File: src/pkg/uss_pkg.sv
/*
 * constants of the uart shadow control block: register
 * addresses, field positions, reset values, event bits and counts.
 * assumes a 32-bit apb with byte addresses and one word per register.
 */
// Summary of operation
// RULE1 - break alias and line control bit share storage
// RULE2 - break set forces transmit output low
// RULE3 - without loopback, line held low during break
// RULE4 - infrared mode break pulses infrared output continuously
// RULE5 - loopback break goes to own receiver only
// RULE6 - dma alias writes only the dma mode bit
// RULE7 - dma bit selects signalling mode zero or one
// RULE8 - queue enable alias writes only enable bit
// RULE9 - enable bit switches both queues together
// RULE10 - enable falling resets both queue controls
// RULE11 - threshold alias writes only the trigger field
// RULE12 - trigger codes: one, quarter, half, full minus two
// RULE13 - data available raised at selected fill level
// RULE14 - mode one receive request at trigger level
// RULE15 - aliases reset zero, upper bits read zero
// RULE16 - mode zero single transfers, mode one thresholds
package uss_pkg;
	// -----------------------------------------------------------------
	// register addresses
	// -----------------------------------------------------------------
	localparam logic [31:0] USS_BREAK_ALIAS_ADDR = 32'h5000_1190;
	localparam logic [31:0] USS_DMA_ALIAS_ADDR = 32'h5000_1194;
	localparam logic [31:0] USS_QEN_ALIAS_ADDR = 32'h5000_1198;
	localparam logic [31:0] USS_RXTH_ALIAS_ADDR = 32'h5000_119c;
	localparam logic [31:0] USS_QCR_ADDR = 32'h5000_1108;
	localparam logic [31:0] USS_LCR_ADDR = 32'h5000_110c;
	localparam logic [31:0] USS_MCR_ADDR = 32'h5000_1110;
	localparam logic [31:0] USS_STATUS_ADDR = 32'h5000_11b0;
	localparam logic [31:0] USS_MASK_ADDR = 32'h5000_11b4;
	// -----------------------------------------------------------------
	// field positions and reset values
	// -----------------------------------------------------------------
	localparam int USS_LCR_BREAK_BIT = 6;
	localparam int USS_MCR_LOOP_BIT = 4;
	localparam int USS_MCR_SIR_BIT = 6;
	localparam int USS_QCR_EN_BIT = 0;
	localparam int USS_QCR_DMA_BIT = 3;
	localparam int USS_QCR_TRIG_LSB = 6;
	localparam logic [7:0] USS_LCR_RST = 8'h00;
	localparam logic [7:0] USS_MCR_RST = 8'h00;
	localparam logic [1:0] USS_TRIG_RST = 2'h0;
	localparam logic [1:0] USS_TRIG_ONE = 2'h0;
	localparam logic [1:0] USS_TRIG_QUARTER = 2'h1;
	localparam logic [1:0] USS_TRIG_HALF = 2'h2;
	localparam logic [1:0] USS_TRIG_FULL_M2 = 2'h3;
	localparam int USS_EV_RX_AVAIL = 0;
	localparam int USS_EV_QRESET = 1;
	localparam int USS_EV_W = 2;
	// -----------------------------------------------------------------
	// counts
	// -----------------------------------------------------------------
	localparam int USS_QUEUE_DEPTH = 16;
	localparam int USS_SIR_PERIOD = 16;
	localparam int USS_SIR_PULSE = 3;
endpackage

File: src/verilog/uss_ctrl.sv
/*
 * uart shadow control top: apb register file holding line, modem and
 * queue control, single-field aliases of line and queue control, event status and mask,
 * queue reset pulses, and the line and threshold submodules.
 * assumes an apb master in the clk domain and queues that reset their
 * control state on the one-cycle reset pulses.
 */
`timescale 1ns/1ps
module uss_ctrl #(
	parameter int DEPTH = uss_pkg::USS_QUEUE_DEPTH,
	parameter int LW = $clog2(DEPTH) + 1
) (
	input wire logic clk,
	input wire logic rst,
	input wire logic psel,
	input wire logic penable,
	input wire logic pwrite,
	input wire logic [31:0] paddr,
	input wire logic [31:0] pwdata,
	output logic [31:0] prdata,
	output logic pready,
	output logic pslverr,
	input wire logic tx_serial,
	input wire logic [LW-1:0] rx_level,
	input wire logic [LW-1:0] tx_level,
	output logic sout,
	output logic sir_out_n,
	output logic loop_rx,
	output logic queue_en,
	output logic tx_queue_reset,
	output logic rx_queue_reset,
	output logic dma_rx_req_n,
	output logic dma_tx_req_n,
	output logic irq
);
	// -----------------------------------------------------------------
	// state
	// -----------------------------------------------------------------
	typedef struct packed {
		logic pready;
		logic pslverr;
		logic [31:0] prdata;
		logic [7:0] line_control_reg;
		logic [7:0] modem_control_reg;
		logic dma_mode;
		logic fifo_en;
		logic [1:0] rx_trig;
		logic [uss_pkg::USS_EV_W-1:0] status;
		logic [uss_pkg::USS_EV_W-1:0] mask;
		logic irq;
		logic txq_rst;
		logic rxq_rst;
		logic avail_d;
	} uss_ctrl_state_t;
	uss_ctrl_state_t s_r, s_nxt;

	logic acc;
	logic hit;
	logic commit;
	logic [31:0] rd;
	logic [uss_pkg::USS_EV_W-1:0] ev;
	logic rx_avail;

	// -----------------------------------------------------------------
	// read decode
	// -----------------------------------------------------------------
	always_comb begin
		hit = 1'b1;
		rd = 32'h0000_0000;
		unique case (paddr)
			uss_pkg::USS_BREAK_ALIAS_ADDR: rd[0] = s_r.line_control_reg[uss_pkg::USS_LCR_BREAK_BIT]; // [RULE15]
			uss_pkg::USS_DMA_ALIAS_ADDR: rd[0] = s_r.dma_mode; // [RULE15]
			uss_pkg::USS_QEN_ALIAS_ADDR: rd[0] = s_r.fifo_en; // [RULE15]
			uss_pkg::USS_RXTH_ALIAS_ADDR: rd[1:0] = s_r.rx_trig; // [RULE15]
			uss_pkg::USS_LCR_ADDR: rd[7:0] = s_r.line_control_reg;
			uss_pkg::USS_MCR_ADDR: rd[7:0] = s_r.modem_control_reg;
			uss_pkg::USS_QCR_ADDR: begin
				rd[uss_pkg::USS_QCR_EN_BIT] = s_r.fifo_en;
				rd[uss_pkg::USS_QCR_DMA_BIT] = s_r.dma_mode;
				rd[uss_pkg::USS_QCR_TRIG_LSB +: 2] = s_r.rx_trig;
			end
			uss_pkg::USS_STATUS_ADDR: rd[uss_pkg::USS_EV_W-1:0] = s_r.status;
			uss_pkg::USS_MASK_ADDR: rd[uss_pkg::USS_EV_W-1:0] = s_r.mask;
			default: hit = 1'b0;
		endcase
	end

	// -----------------------------------------------------------------
	// next state
	// -----------------------------------------------------------------
	always_comb begin
		s_nxt = s_r;
		acc = psel & penable;
		commit = acc & s_r.pready & pwrite & hit;
		s_nxt.txq_rst = 1'b0;
		s_nxt.rxq_rst = 1'b0;
		// one wait state: answer in the second access cycle
		if (acc && !s_r.pready) begin
			s_nxt.pready = 1'b1;
			s_nxt.pslverr = ~hit;
			s_nxt.prdata = (pwrite || !hit) ? 32'h0000_0000 : rd;
		end else begin
			s_nxt.pready = 1'b0;
			s_nxt.pslverr = 1'b0;
		end
		if (commit) begin
			unique case (paddr)
				uss_pkg::USS_BREAK_ALIAS_ADDR: begin
					s_nxt.line_control_reg[uss_pkg::USS_LCR_BREAK_BIT] = pwdata[0]; // [RULE1]
				end
				uss_pkg::USS_DMA_ALIAS_ADDR: s_nxt.dma_mode = pwdata[0]; // [RULE6]
				uss_pkg::USS_QEN_ALIAS_ADDR: s_nxt.fifo_en = pwdata[0]; // [RULE8]
				uss_pkg::USS_RXTH_ALIAS_ADDR: s_nxt.rx_trig = pwdata[1:0]; // [RULE11]
				uss_pkg::USS_LCR_ADDR: s_nxt.line_control_reg = pwdata[7:0]; // [RULE1]
				uss_pkg::USS_MCR_ADDR: s_nxt.modem_control_reg = pwdata[7:0];
				uss_pkg::USS_QCR_ADDR: begin
					s_nxt.fifo_en = pwdata[uss_pkg::USS_QCR_EN_BIT];
					s_nxt.dma_mode = pwdata[uss_pkg::USS_QCR_DMA_BIT];
					s_nxt.rx_trig = pwdata[uss_pkg::USS_QCR_TRIG_LSB +: 2];
				end
				uss_pkg::USS_STATUS_ADDR: begin
					s_nxt.status = s_r.status & ~pwdata[uss_pkg::USS_EV_W-1:0];
				end
				uss_pkg::USS_MASK_ADDR: s_nxt.mask = pwdata[uss_pkg::USS_EV_W-1:0];
				default: s_nxt.mask = s_r.mask;
			endcase
		end
		// disabling the queues clears both control portions
		if (s_r.fifo_en && !s_nxt.fifo_en) begin // [RULE10]
			s_nxt.txq_rst = 1'b1;
			s_nxt.rxq_rst = 1'b1;
		end
		ev = '0;
		s_nxt.avail_d = rx_avail;
		ev[uss_pkg::USS_EV_RX_AVAIL] = rx_avail & ~s_r.avail_d; // [RULE13]
		ev[uss_pkg::USS_EV_QRESET] = s_nxt.txq_rst;
		// a new event wins over a clear in the same cycle
		s_nxt.status = s_nxt.status | ev;
		s_nxt.irq = |(s_nxt.status & s_nxt.mask);
	end

	always_ff @(posedge clk or posedge rst) begin
		if (rst) begin
			s_r <= '{pready: 1'b0, pslverr: 1'b0, prdata: 32'h0000_0000,
				line_control_reg: uss_pkg::USS_LCR_RST, modem_control_reg: uss_pkg::USS_MCR_RST,
				dma_mode: 1'b0, fifo_en: 1'b0, rx_trig: uss_pkg::USS_TRIG_RST,
				status: '0, mask: '0, irq: 1'b0, txq_rst: 1'b0, rxq_rst: 1'b0,
				avail_d: 1'b0};
		end else begin
			s_r <= s_nxt;
		end
	end

	// -----------------------------------------------------------------
	// outputs and submodules
	// -----------------------------------------------------------------
	assign prdata = s_r.prdata;
	assign pready = s_r.pready;
	assign pslverr = s_r.pslverr;
	assign queue_en = s_r.fifo_en; // [RULE9]
	assign tx_queue_reset = s_r.txq_rst;
	assign rx_queue_reset = s_r.rxq_rst;
	assign irq = s_r.irq;

	uss_line_drv u_line (
		.clk(clk),
		.rst(rst),
		.brk(s_r.line_control_reg[uss_pkg::USS_LCR_BREAK_BIT]),
		.loopback(s_r.modem_control_reg[uss_pkg::USS_MCR_LOOP_BIT]),
		.sir_mode(s_r.modem_control_reg[uss_pkg::USS_MCR_SIR_BIT]),
		.tx_serial(tx_serial),
		.sout(sout),
		.sir_out_n(sir_out_n),
		.loop_rx(loop_rx)
	);

	uss_rx_thresh #(
		.DEPTH(DEPTH),
		.LW(LW)
	) u_thresh (
		.clk(clk),
		.rst(rst),
		.rx_threshold_select(s_r.rx_trig),
		.queue_en(s_r.fifo_en),
		.dma_mode(s_r.dma_mode),
		.rx_level(rx_level),
		.tx_level(tx_level),
		.rx_avail(rx_avail),
		.dma_rx_req_n(dma_rx_req_n),
		.dma_tx_req_n(dma_tx_req_n)
	);
endmodule // uss_ctrl

File: src/verilog/uss_line_drv.sv
/*
 * serial line driver: applies break, loopback and infrared pulsing to
 * the transmitter's serial bit. assumes tx_serial idles high.
 */
`timescale 1ns/1ps
module uss_line_drv #(
	parameter int SIR_PERIOD = uss_pkg::USS_SIR_PERIOD,
	parameter int SIR_PULSE = uss_pkg::USS_SIR_PULSE
) (
	input wire logic clk,
	input wire logic rst,
	input wire logic brk,
	input wire logic loopback,
	input wire logic sir_mode,
	input wire logic tx_serial,
	output logic sout,
	output logic sir_out_n,
	output logic loop_rx
);
	localparam int CW = $clog2(SIR_PERIOD);
	typedef struct packed {
		logic sout;
		logic sir_n;
		logic loop_rx;
		logic [CW-1:0] cnt;
	} uss_line_state_t;
	uss_line_state_t s_r, s_nxt;
	logic bit_val;

	always_comb begin
		s_nxt = s_r;
		bit_val = brk ? 1'b0 : tx_serial; // [RULE2]
		s_nxt.cnt = (s_r.cnt == CW'(SIR_PERIOD - 1)) ? '0 : s_r.cnt + 1'b1;
		s_nxt.sout = loopback ? 1'b1 : bit_val; // [RULE3] [RULE5]
		s_nxt.loop_rx = loopback ? bit_val : 1'b1; // [RULE5]
		// a spacing bit, break included, becomes a short low pulse each period
		s_nxt.sir_n = ~(sir_mode & ~loopback & ~bit_val & (s_r.cnt < CW'(SIR_PULSE))); // [RULE4]
	end

	always_ff @(posedge clk or posedge rst) begin
		if (rst) begin
			s_r <= '{sout: 1'b1, sir_n: 1'b1, loop_rx: 1'b1, cnt: '0};
		end else begin
			s_r <= s_nxt;
		end
	end

	assign sout = s_r.sout;
	assign sir_out_n = s_r.sir_n;
	assign loop_rx = s_r.loop_rx;
endmodule // uss_line_drv

File: src/verilog/uss_rx_thresh.sv
/*
 * receive threshold and dma request logic. assumes the fill levels come
 * from the queues in the same clock domain.
 */
`timescale 1ns/1ps
module uss_rx_thresh #(
	parameter int DEPTH = uss_pkg::USS_QUEUE_DEPTH,
	parameter int LW = $clog2(DEPTH) + 1
) (
	input wire logic clk,
	input wire logic rst,
	input wire logic [1:0] rx_threshold_select,
	input wire logic queue_en,
	input wire logic dma_mode,
	input wire logic [LW-1:0] rx_level,
	input wire logic [LW-1:0] tx_level,
	output logic rx_avail,
	output logic dma_rx_req_n,
	output logic dma_tx_req_n
);
	typedef struct packed {
		logic avail;
		logic rx_n;
		logic tx_n;
	} uss_thr_state_t;
	uss_thr_state_t s_r, s_nxt;
	logic [LW-1:0] th;

	always_comb begin
		unique case (rx_threshold_select) // [RULE12]
			uss_pkg::USS_TRIG_ONE: th = LW'(1);
			uss_pkg::USS_TRIG_QUARTER: th = LW'(DEPTH / 4);
			uss_pkg::USS_TRIG_HALF: th = LW'(DEPTH / 2);
			uss_pkg::USS_TRIG_FULL_M2: th = LW'(DEPTH - 2);
		endcase
		if (!queue_en) begin
			th = LW'(1); // [RULE9]
		end
		s_nxt.avail = rx_level >= th; // [RULE13]
		if (dma_mode && queue_en) begin // [RULE7]
			s_nxt.rx_n = ~(rx_level >= th); // [RULE14] [RULE16]
			s_nxt.tx_n = ~(tx_level < LW'(DEPTH / 2)); // [RULE16]
		end else begin
			s_nxt.rx_n = ~(rx_level != '0); // [RULE16]
			s_nxt.tx_n = ~(tx_level == '0); // [RULE16]
		end
	end

	always_ff @(posedge clk or posedge rst) begin
		if (rst) begin
			s_r <= '{avail: 1'b0, rx_n: 1'b1, tx_n: 1'b1};
		end else begin
			s_r <= s_nxt;
		end
	end

	assign rx_avail = s_r.avail;
	assign dma_rx_req_n = s_r.rx_n;
	assign dma_tx_req_n = s_r.tx_n;
endmodule // uss_rx_thresh

File: config.mk
export PLATFORM = sky130hd
export DESIGN_NAME = uss_ctrl
export DESIGN_NICKNAME = d
export VERILOG_FILES = /design/src/pkg/uss_pkg.sv /design/src/verilog/uss_ctrl.sv /design/src/verilog/uss_line_drv.sv /design/src/verilog/uss_rx_thresh.sv
export SDC_FILE = /design/constraint.sdc
export NUM_CORES = 1
export LEC_CHECK = 0
export BUFFER_PORTS_ARGS = -buffer_cell sky130_fd_sc_hd__buf_2
export CORE_UTILIZATION = 47
export DETAILED_ROUTE_END_ITERATION = 16
export PLACE_DENSITY = 0.9
export SETUP_SLACK_MARGIN = 0.2
export SLEW_MARGIN = 20
export SYNTH_ARGS = -nofsm -noshare
export SYNTH_HDL_FRONTEND = slang
export SYNTH_HIERARCHICAL = 1
export SYNTH_SLANG_ARGS = --single-unit
File: constraint.sdc
create_clock -name clk -period 2.2 [get_ports clk]
set_input_delay 0.22 -clock clk [delete_from_list [all_inputs] [get_ports clk]]
set_output_delay 0.22 -clock clk [all_outputs]
set_load 0.02 [all_outputs]
Word level (Yosys, flattened, before mapping)
Index checks and enable logic that the tools add are counted.
{"block": "word_totals", "register_bits": 72, "out_inout_bits": 43, "inputBits": 80}
{"block": "classes", "n_lt_le_gt_ge": 3, "n_addsub": 1, "bitwise": 21, "reduce_logical": 21, "mux": 24, "eq_ne": 13}
{"operator": "$eq A32 B31 Y1 const B", "n": 9}
{"operator": "$pmux W5 S4", "n": 1}
{"operator": "$mux W2", "n": 5}
{"operator": "$reduce_and A2 Y1", "n": 5}
{"operator": "$not A1 Y1", "n": 9}
{"operator": "$reduce_or A9 Y1", "n": 1}
{"operator": "$and A1 B1 Y1", "n": 8}
{"operator": "$mux W8", "n": 1}
{"operator": "$pmux W1 S8", "n": 1}
{"operator": "$pmux W2 S2", "n": 2}
{"operator": "$mux W7", "n": 1}
{"operator": "$pmux W1 S2", "n": 3}
{"operator": "$pmux W2 S3", "n": 1}
{"operator": "$reduce_bool A2 Y1", "n": 3}
{"operator": "$ge A5 B5 Y1", "n": 1}
{"operator": "$logic_not A5 Y1", "n": 1}
{"operator": "$lt A5 B4 Y1 const B", "n": 1}
{"operator": "$mux W1", "n": 5}
{"operator": "$mux W5", "n": 1}
{"operator": "$pmux W1 S5", "n": 1}
{"operator": "$reduce_bool A5 Y1", "n": 1}
{"operator": "$add A4 B1 Y4 const B", "n": 1}
{"operator": "$and A2 B2 Y2", "n": 2}
{"operator": "$eq A2 B2 Y1 const B", "n": 2}
{"operator": "other kinds (12)", "n": 17}

Depth between registers and ports, before layout
Gate-level depths: netlist of the first run.
{"block": "logic_depth", "depth_word": 11, "ltp_mapped": 7}

Cells and area by module
The synthesis of the first run kept the hierarchy.
{"mod": "uss_ctrl", "n_inst": 1, "area_each_um2": 2218.4, "seq_area_each_um2": 925.9, "cells_per_inst": 220}
{"mod": "uss_line_drv", "n_inst": 1, "area_each_um2": 279.0, "seq_area_each_um2": 178.9, "cells_per_inst": 21}
{"mod": "uss_rx_thresh", "n_inst": 1, "area_each_um2": 241.5, "seq_area_each_um2": 77.6, "cells_per_inst": 27}

Worst setup path before layout of the first run
No wires, ideal clock.
{"block": "synth_path", "kind": "input port to flip-flop", "startpoint": "input paddr[20]", "endpoint": "register s_r (netlist bit prdata[0])", "arrival_ns": 1.725, "setup_slack_ns": 0.399, "n_path_buf": 1, "required_ns": 2.124, "stages": 6, "path_cell_list": "nor4_2 -> nand4_2 -> or2_0 -> buf_2 -> or4_4 -> o21ai_1"}
{"block": "synth_via", "elab_chain_len": 6}
{"item": "start, declared", "line": "uss_ctrl.sv:18", "source": "input wire logic [31:0] paddr,"}
{"item": "$eq A32 B31 Y1", "line": "uss_ctrl.sv:70", "source": "unique case (paddr)"}
{"item": "$reduce_or A9 Y1 (no line)"}
{"item": "$mux W1", "line": "uss_ctrl.sv:70"}
{"item": "$logic_not A1 Y1", "line": "uss_ctrl.sv:101", "source": "s_nxt.prdata = (pwrite || !hit) ? 32'h0000_0000 : rd;"}
{"item": "$logic_or A1 B1 Y1", "line": "uss_ctrl.sv:101"}
{"item": "$mux W8 (*)", "line": "uss_ctrl.sv:101"}
{"item": "end signal, assigned", "line": "uss_ctrl.sv:144", "source": "s_r <= '{pready: 1'b0, pslverr: 1'b0, prdata: 32'h0000_0000,"}
{"item": "end signal, assigned", "line": "uss_ctrl.sv:150", "source": "s_r <= s_nxt;"}
{"item": "end, declared", "line": "uss_ctrl.sv:55", "source": "uss_ctrl_state_t s_r, s_nxt;"}
Mark *: on every way between the ends. The rest lies on a longest branch, timed or not.
A chain may end at the register's enable or synchronous reset.

Worst setup path after layout of the first run
{"block": "layout_path", "startpoint": "register s_r (netlist bit pready)", "endpoint": "register s_r[9] in the netlist's numbering"}
{"block": "layout_via", "elab_chain_len": 4}
{"item": "$and A1 B1 Y1 (3 in a row)", "line": "uss_ctrl.sv:94", "source": "commit = acc & s_r.pready & pwrite & hit;"}
{"item": "$reduce_and A2 Y1 (no line)"}
No other way between the ends.

==> results.json, run 1 <==
{
  "status": "complete, no violations",
  "vias": 2270,
  "post-place-ws_ns": 0.07210,
  "worstSetupPathType": "reg2reg",
  "cts_tree": "yes",
  "dp_cells": 407,
  "hold_path_class": "in2reg",
  "clock_latency_ns": 0.30,
  "portBuffers": 74,
  "yosys_most_used_dff": "dfrtp_1",
  "drt_wl_total_um": 6068,
  "power.density_nw_per_um2": 526.4,
  "largest_register_ffs": 24,
  "slew_viol_final": 0,
  "stdcell_area_um2": 3206,
  "route.detailed.drc": 0,
  "postRouteAntennaNets": 0,
  "first_global_vias": 2211,
  "timing.fmax_ghz": 0.5357,
  "start_util_pct": 49.14,
  "vdd_ir_drop_max_uv": 260.6,
  "highest_layer": "met4",
  "cts_root_buffer": "clkbuf_8",
  "setup_ws_ns": 0.3334,
  "regMostFlops": "s_r",
  "core_um2": 5574,
  "grt_pass1_wl_um": 10130,
  "ys_seq_area_share_pct": 43.17,
  "critical_path.max_fanout": 6,
  "drtIter0Drc": 189,
  "netlist_top_cells_area": "dfrtp_1 38%, buf_4 9.0%, mux2_2 7.0%",
  "synth_edf_count": 0,
  "ys_ff_latch": 47,
  "synthCells": 268,
  "ios": 123,
  "fillers": 505,
  "yosys_warnings": 6,
  "drive_above_1_share_pct": 36.05,
  "place_congestion": 0.8925,
  "diodes": 0,
  "dieWidth_um": 78.34,
  "clockBufferDepth": 2,
  "r2r_start": "pready$_DFF_PP0_",
  "die_y_um": 78.34,
  "overflow": 0,
  "antenna_found_initial": 0,
  "hpwl_um": 4788,
  "post_dp_cell_area_um2": 3085,
  "area_growth_pct": 17.04,
  "firstDrtPassIters": 4,
  "power_leakage_nw": 1.577,
  "clk_pin_slew_ns": 0.08,
  "dr_wl_met2_um": 3048,
  "die-area_um2": 6136,
  "syn_area_um2": 2739,
  "final-hold-violation-count": 0,
  "startpoint": "pready$_DFF_PP0_",
  "yosysUniqueCellTypes": 61,
  "fin_nets": 428,
  "required_ns": 2.43,
  "end_kind": "register",
  "grt_use_total_pct": 21.23,
  "setup_viol": 0,
  "dr_wl_met3_um": 357,
  "synth_top_area_share_pct": 38.37,
  "min_period_over_period_pct": 84.84,
  "fin_setup_tns_ns": 0,
  "synth_top_cell_by_area": "dfrtp_1",
  "vias_per_cell": 5.457,
  "numCtsBuffers": 5,
  "drv_cap": 0,
  "wl_per_cell_um": 14.59,
  "synthArstFlopShare_pct": 100.0,
  "worst_pin_slew_ns": 0.5554,
  "finalClockSkew_ns": 0.005673,
  "slew_headroom_pct": 62.63,
  "critPathArrivalTime_ns": 2.09,
  "htree_num_levels": 2,
  "rsz0062_at_grt": "false",
  "postLayoutCoreUtil_pct": 57.51,
  "drt-met1-wl_um": 2540,
  "finalNonFillerCells": 416,
  "min_period_ns": 1.867,
  "std_cell_rows": 27,
  "grt_max_degree": 38,
  "startpoint_type": "register",
  "avgSynthCellArea_um2": 10.22,
  "min_from": "tx_level[4]",
  "clock_sinks": 47
}
==> metrics by stage <==
step / hold WS (ns) / power (mW)
final: 0.1366 / 1.687
after global routing: 0.1389 / 1.757
after detailed placement: 0.1133 / 1.074
after global placement: 0.1091 / 1.069
after floorplan: -0.02781 / 1.022
after CTS: 0.1302 / 1.695
==> cells in the final DEF (no fill, tap or decap), types with 4 or more instances in the layout <==
master      n
dfrtp_1    42
nand2_1    21
o21ai_0     4
buf_4      11
mux2_2     17
ha_1        5
buf_2      74
a22oi_1     7
and3_1      4
a2bb2oi_1   4
nor2_1      8
dfstp_2     5
nand3_1     8
o21ai_1     4
a22o_1      4
or4_1       4
nor3_1     11
inv_1      15
clkbuf_8    5
a21oi_1     5
conb_1     24
==> power by group <==
group | switching (mW) | internal, mW | leakage (nW) | total (mW)
sequential | 0.00218 | 0.870 | 0.620 | 0.872
combinational | 0.123 | 0.0645 | 0.905 | 0.187
clock | 0.289 | 0.339 | 0.0514 | 0.628
==> critical path, cell delays in order (launching register included) <==
cell and delay, ns:
dfrtp_1 0.36, nand4_1 0.25, or3_1 0.54, a2111oi_2 0.45
a2bb2oi_1 0.19
==> routing by layer <==
metal  GRT usage, %  vias to the layer above
met3          2.674                       15
li1               -                     1073
met5              0                        -
met4          8.148                        0
met2          37.02                       95
met1          26.74                     1087
==> synthesized netlist by cell type (2+ instances only) <==
library cell,instances
and4b_1,2
or3_1,3
inv_1,15
buf_4,33
o41ai_1,2
a22o_1,4
mux2_2,17
buf_2,4
o21ai_1,4
and4_1,2
nor2_1,8
nor4_1,3
and3_1,4
nand3b_1,2
a21oi_1,5
mux2i_1,3
nor2b_1,2
o21ai_0,4
a211oi_1,2
dfstp_2,5
dfrtp_1,42
nor4_2,3
o31ai_1,2
a31oi_1,2
or4_1,4
nand3_1,8
nand2b_1,2
nor4b_1,2
a22oi_1,7
nand2_1,21
nand4bb_1,2
clkbuf_1,3
a2bb2oi_1,4
nor3_1,11
ha_1,5
==> cells by family (layout without fill, tap and decap cells) <==
group	Yosys count	count (layout)	synth area share, %
other	1	24	0.1369
multiplexers	20	20	8.086
adder cells (fa/ha/maj)	5	5	2.284
AO/OA/AOI/OAI	47	47	12.88
AND/OR/NAND/NOR	90	90	20.42
buffers and inverters	56	109	12.38
flip-flops	47	47	43.17
XOR/XNOR	2	2	0.6397
==> path summary, 6_finish.rpt <==
path / end / slack, ns / depth (start not counted)
max: s_r[9]$_DFFE_PP0P_ / 0.33 / 4
min: u_thresh/dma_tx_req_n$_DFF_PP1_ / 0.14 / 2
max reg2reg: s_r[9]$_DFFE_PP0P_ / 0.33 / 4
min reg2reg: s_r[0]$_DFF_PP0_ / 0.42 / 0
max in group asynchronous: s_r[13]$_DFFE_PP0P_ / 1.28 / 4
min in group asynchronous: u_thresh/rx_avail$_DFF_PP0_ / 0.34 / 3
==> final cells by class <==
| class | count | area [µm²] | area share [%] |
|---|---|---|---|
| inverter | 15 | 56.30 | 1.756 |
| multi-input combinational | 188 | 1304 | 40.67 |
| tap | 72 | 90.09 | 2.810 |
| sequential | 47 | 1182 | 36.89 |
| timing repair buffer | 86 | 462.9 | 14.44 |
| clock inverter | 2 | 37.54 | 1.171 |
| clock buffer | 6 | 72.57 | 2.264 |
==> timing repair <==
action,in CTS,in global routing
resized for setup,0,0
endpoints found under the hold margin,7,0
hold buffers,1,0
endpoints found under the setup margin,0,0
buffers inserted,0,0
No activity file was read; power rests on OpenSTA's default activity.
==> run 2: changes to the inputs <==
Settings changed: CORE_UTILIZATION 47 to 43, PLACE_DENSITY 0.9 to 0.87.
Clock period 2.2 ns to 1.7 ns, I/O delays scaled along.
==> run 2 against run 1 <==
  * Die area is 9.1% higher
  * Hold slack worse by 0.081 ns
  * Sequential power grew 30%
  * Via count up 8.6%
  * Combinational power grew 60%
  * Non-clock buffer count increased by 28
  * Flip-flop and latch count stayed put
  * Largest cell class unchanged
  * Sequential share of layout area decreased by 4.7 points
  * Global-route usage grew 1.3 points
  * Routed wire length up 19%
  * Setup slack got worse by 0.30 ns
==> results.json, run 2 (synthesized netlist as in run 1, its figures left out) <==
{
  "min_period_over_period_pct": 98.17,
  "critical_path.max_fanout": 5,
  "vias_per_cell": 5.515,
  "rrSetupSlack_ns": 0.03,
  "vdd_ir_drop_max_uv": 356.9,
  "postRouteAntennaNets": 0,
  "cts_root_buffer": "clkbuf_8",
  "regMostFlops": "s_r",
  "timing.fmax_ghz": 0.5992,
  "grt_max_degree": 38,
  "route.detailed.drc": 0,
  "clock_latency_ns": 0.30,
  "largest_register_ffs": 24,
  "start_util_pct": 45.45,
  "rsz0062_at_grt": "true",
  "grt_use_total_pct": 22.54,
  "drtIter0Drc": 151,
  "final-hold-violation-count": 0,
  "drt_wl_total_um": 7244,
  "die_y_um": 81.81,
  "critPathArrivalTime_ns": 1.85,
  "final_common_cell": "buf_2",
  "place_congestion": 0.9046,
  "diodes": 0,
  "grt_pass1_wl_um": 11270,
  "drv_cap": 0,
  "required_ns": 1.88,
  "wl_per_cell_um": 16.21,
  "cts_tree": "yes",
  "fin_nets": 456,
  "numCtsBuffers": 5,
  "final_cell_mix": "70 x buf_2, 39 x dfrtp_1, 33 x buf_4",
  "hpwl_um": 5252,
  "clockBufferDepth": 2,
  "htree_num_levels": 2,
  "die-area_um2": 6693,
  "portBuffers": 74,
  "setup_viol": 0,
  "core_um2": 6026,
  "end_kind": "register",
  "first_global_vias": 2425,
  "holdWs_ns": 0.05601,
  "clock_sinks": 47,
  "clk_pin_slew_ns": 0.09,
  "vias": 2465,
  "postLayoutCoreUtil_pct": 61.17,
  "slew_viol_final": 0,
  "area_growth_pct": 34.58,
  "drive_above_1_share_pct": 48.92,
  "power.density_nw_per_um2": 580.2,
  "dieWidth_um": 81.81,
  "std_cell_rows": 28,
  "hold_path_class": "in2reg",
  "antenna_found_initial": 0,
  "status": "complete, no violations",
  "firstDrtPassIters": 4,
  "overflow": 0,
  "power_leakage_nw": 1.858,
  "finalClockSkew_ns": 0.007792,
  "startpoint_type": "register",
  "min_period_ns": 1.669,
  "worstSetupPathType": "reg2reg",
  "ios": 123
}
-- run 2: path summary, 6_finish.rpt --
| check | startpoint | end | cells past startpoint |
|---|---|---|---|
| max | pready$_DFF_PP0_ | irq$_DFF_PP0_ | 6 |
| min | tx_level[4] | u_thresh/dma_tx_req_n$_DFF_PP1_ | 2 |
| max reg2reg | pready$_DFF_PP0_ | irq$_DFF_PP0_ | 6 |
| min reg2reg | u_thresh/rx_avail$_DFF_PP0_ | s_r[0]$_DFF_PP0_ | 0 |
| max in group asynchronous | rst | pready$_DFF_PP0_ | 4 |
| min in group asynchronous | rst | u_thresh/rx_avail$_DFF_PP0_ | 3 |
-- run 2: stage by stage --
stage          total power, mW  setup TNS [ns]  instance area [µm²]  instances  setup slack, ns
3_5_place_dp             1.421          -5.307                 3293        433          -0.2329
6_report                 2.139               0                 3686        447          0.03114
5_1_grt                  2.243         -0.4853                 3686        447         -0.04808
3_3_place_gp             1.410          -5.857                 3293        433          -0.2551
4_1_cts                  2.143               0                 3548        444          0.08349
2_1_floorplan            1.325        -0.04741                 2863        291         -0.01185
-- run 2: critical path, stage by stage, from the launching register on --
cell and delay (ns):
dfrtp_2 0.36, nand4_1 0.24, buf_4 0.25, nor4_4 0.20, buf_4 0.16, mux2i_1 0.23
o22ai_1 0.11
-- run 2: area by class of cell --
| cell class | instances | area, µm² |
|---|---|---|
| clock buffer | 6 | 82.58 |
| inverter | 15 | 56.30 |
| sequential | 47 | 1186 |
| multi-input combinational | 188 | 1526 |
| timing repair buffer | 114 | 724.4 |
| tap | 75 | 93.84 |
| clock inverter | 2 | 16.27 |
| fill | 485 | 2340 |
-- run 2: power by group --
part	internal [mW]	switching, mW
Sequential	1.13	0.00311
Combinational	0.114	0.185
Clock	0.332	0.378
Total	1.57	0.566
-- run 2: what timing repair did --
action	4_1_cts	5_1_grt
pin swaps	15	10
hold buffers	1	0
setup endpoints to repair	35	36
buffers inserted	2	3
gates resized for setup	24	25
endpoints found under the hold margin	25	0
-- run 2: per-layer routing --
metal	track usage [%]	part of all wire, %	up-vias
met3	3.778	6.0	15
li1	-	-	1130
met1	27.32	40	1214
met2	38.35	52	106
met5	0	0	-
met4	11.40	2.6	0
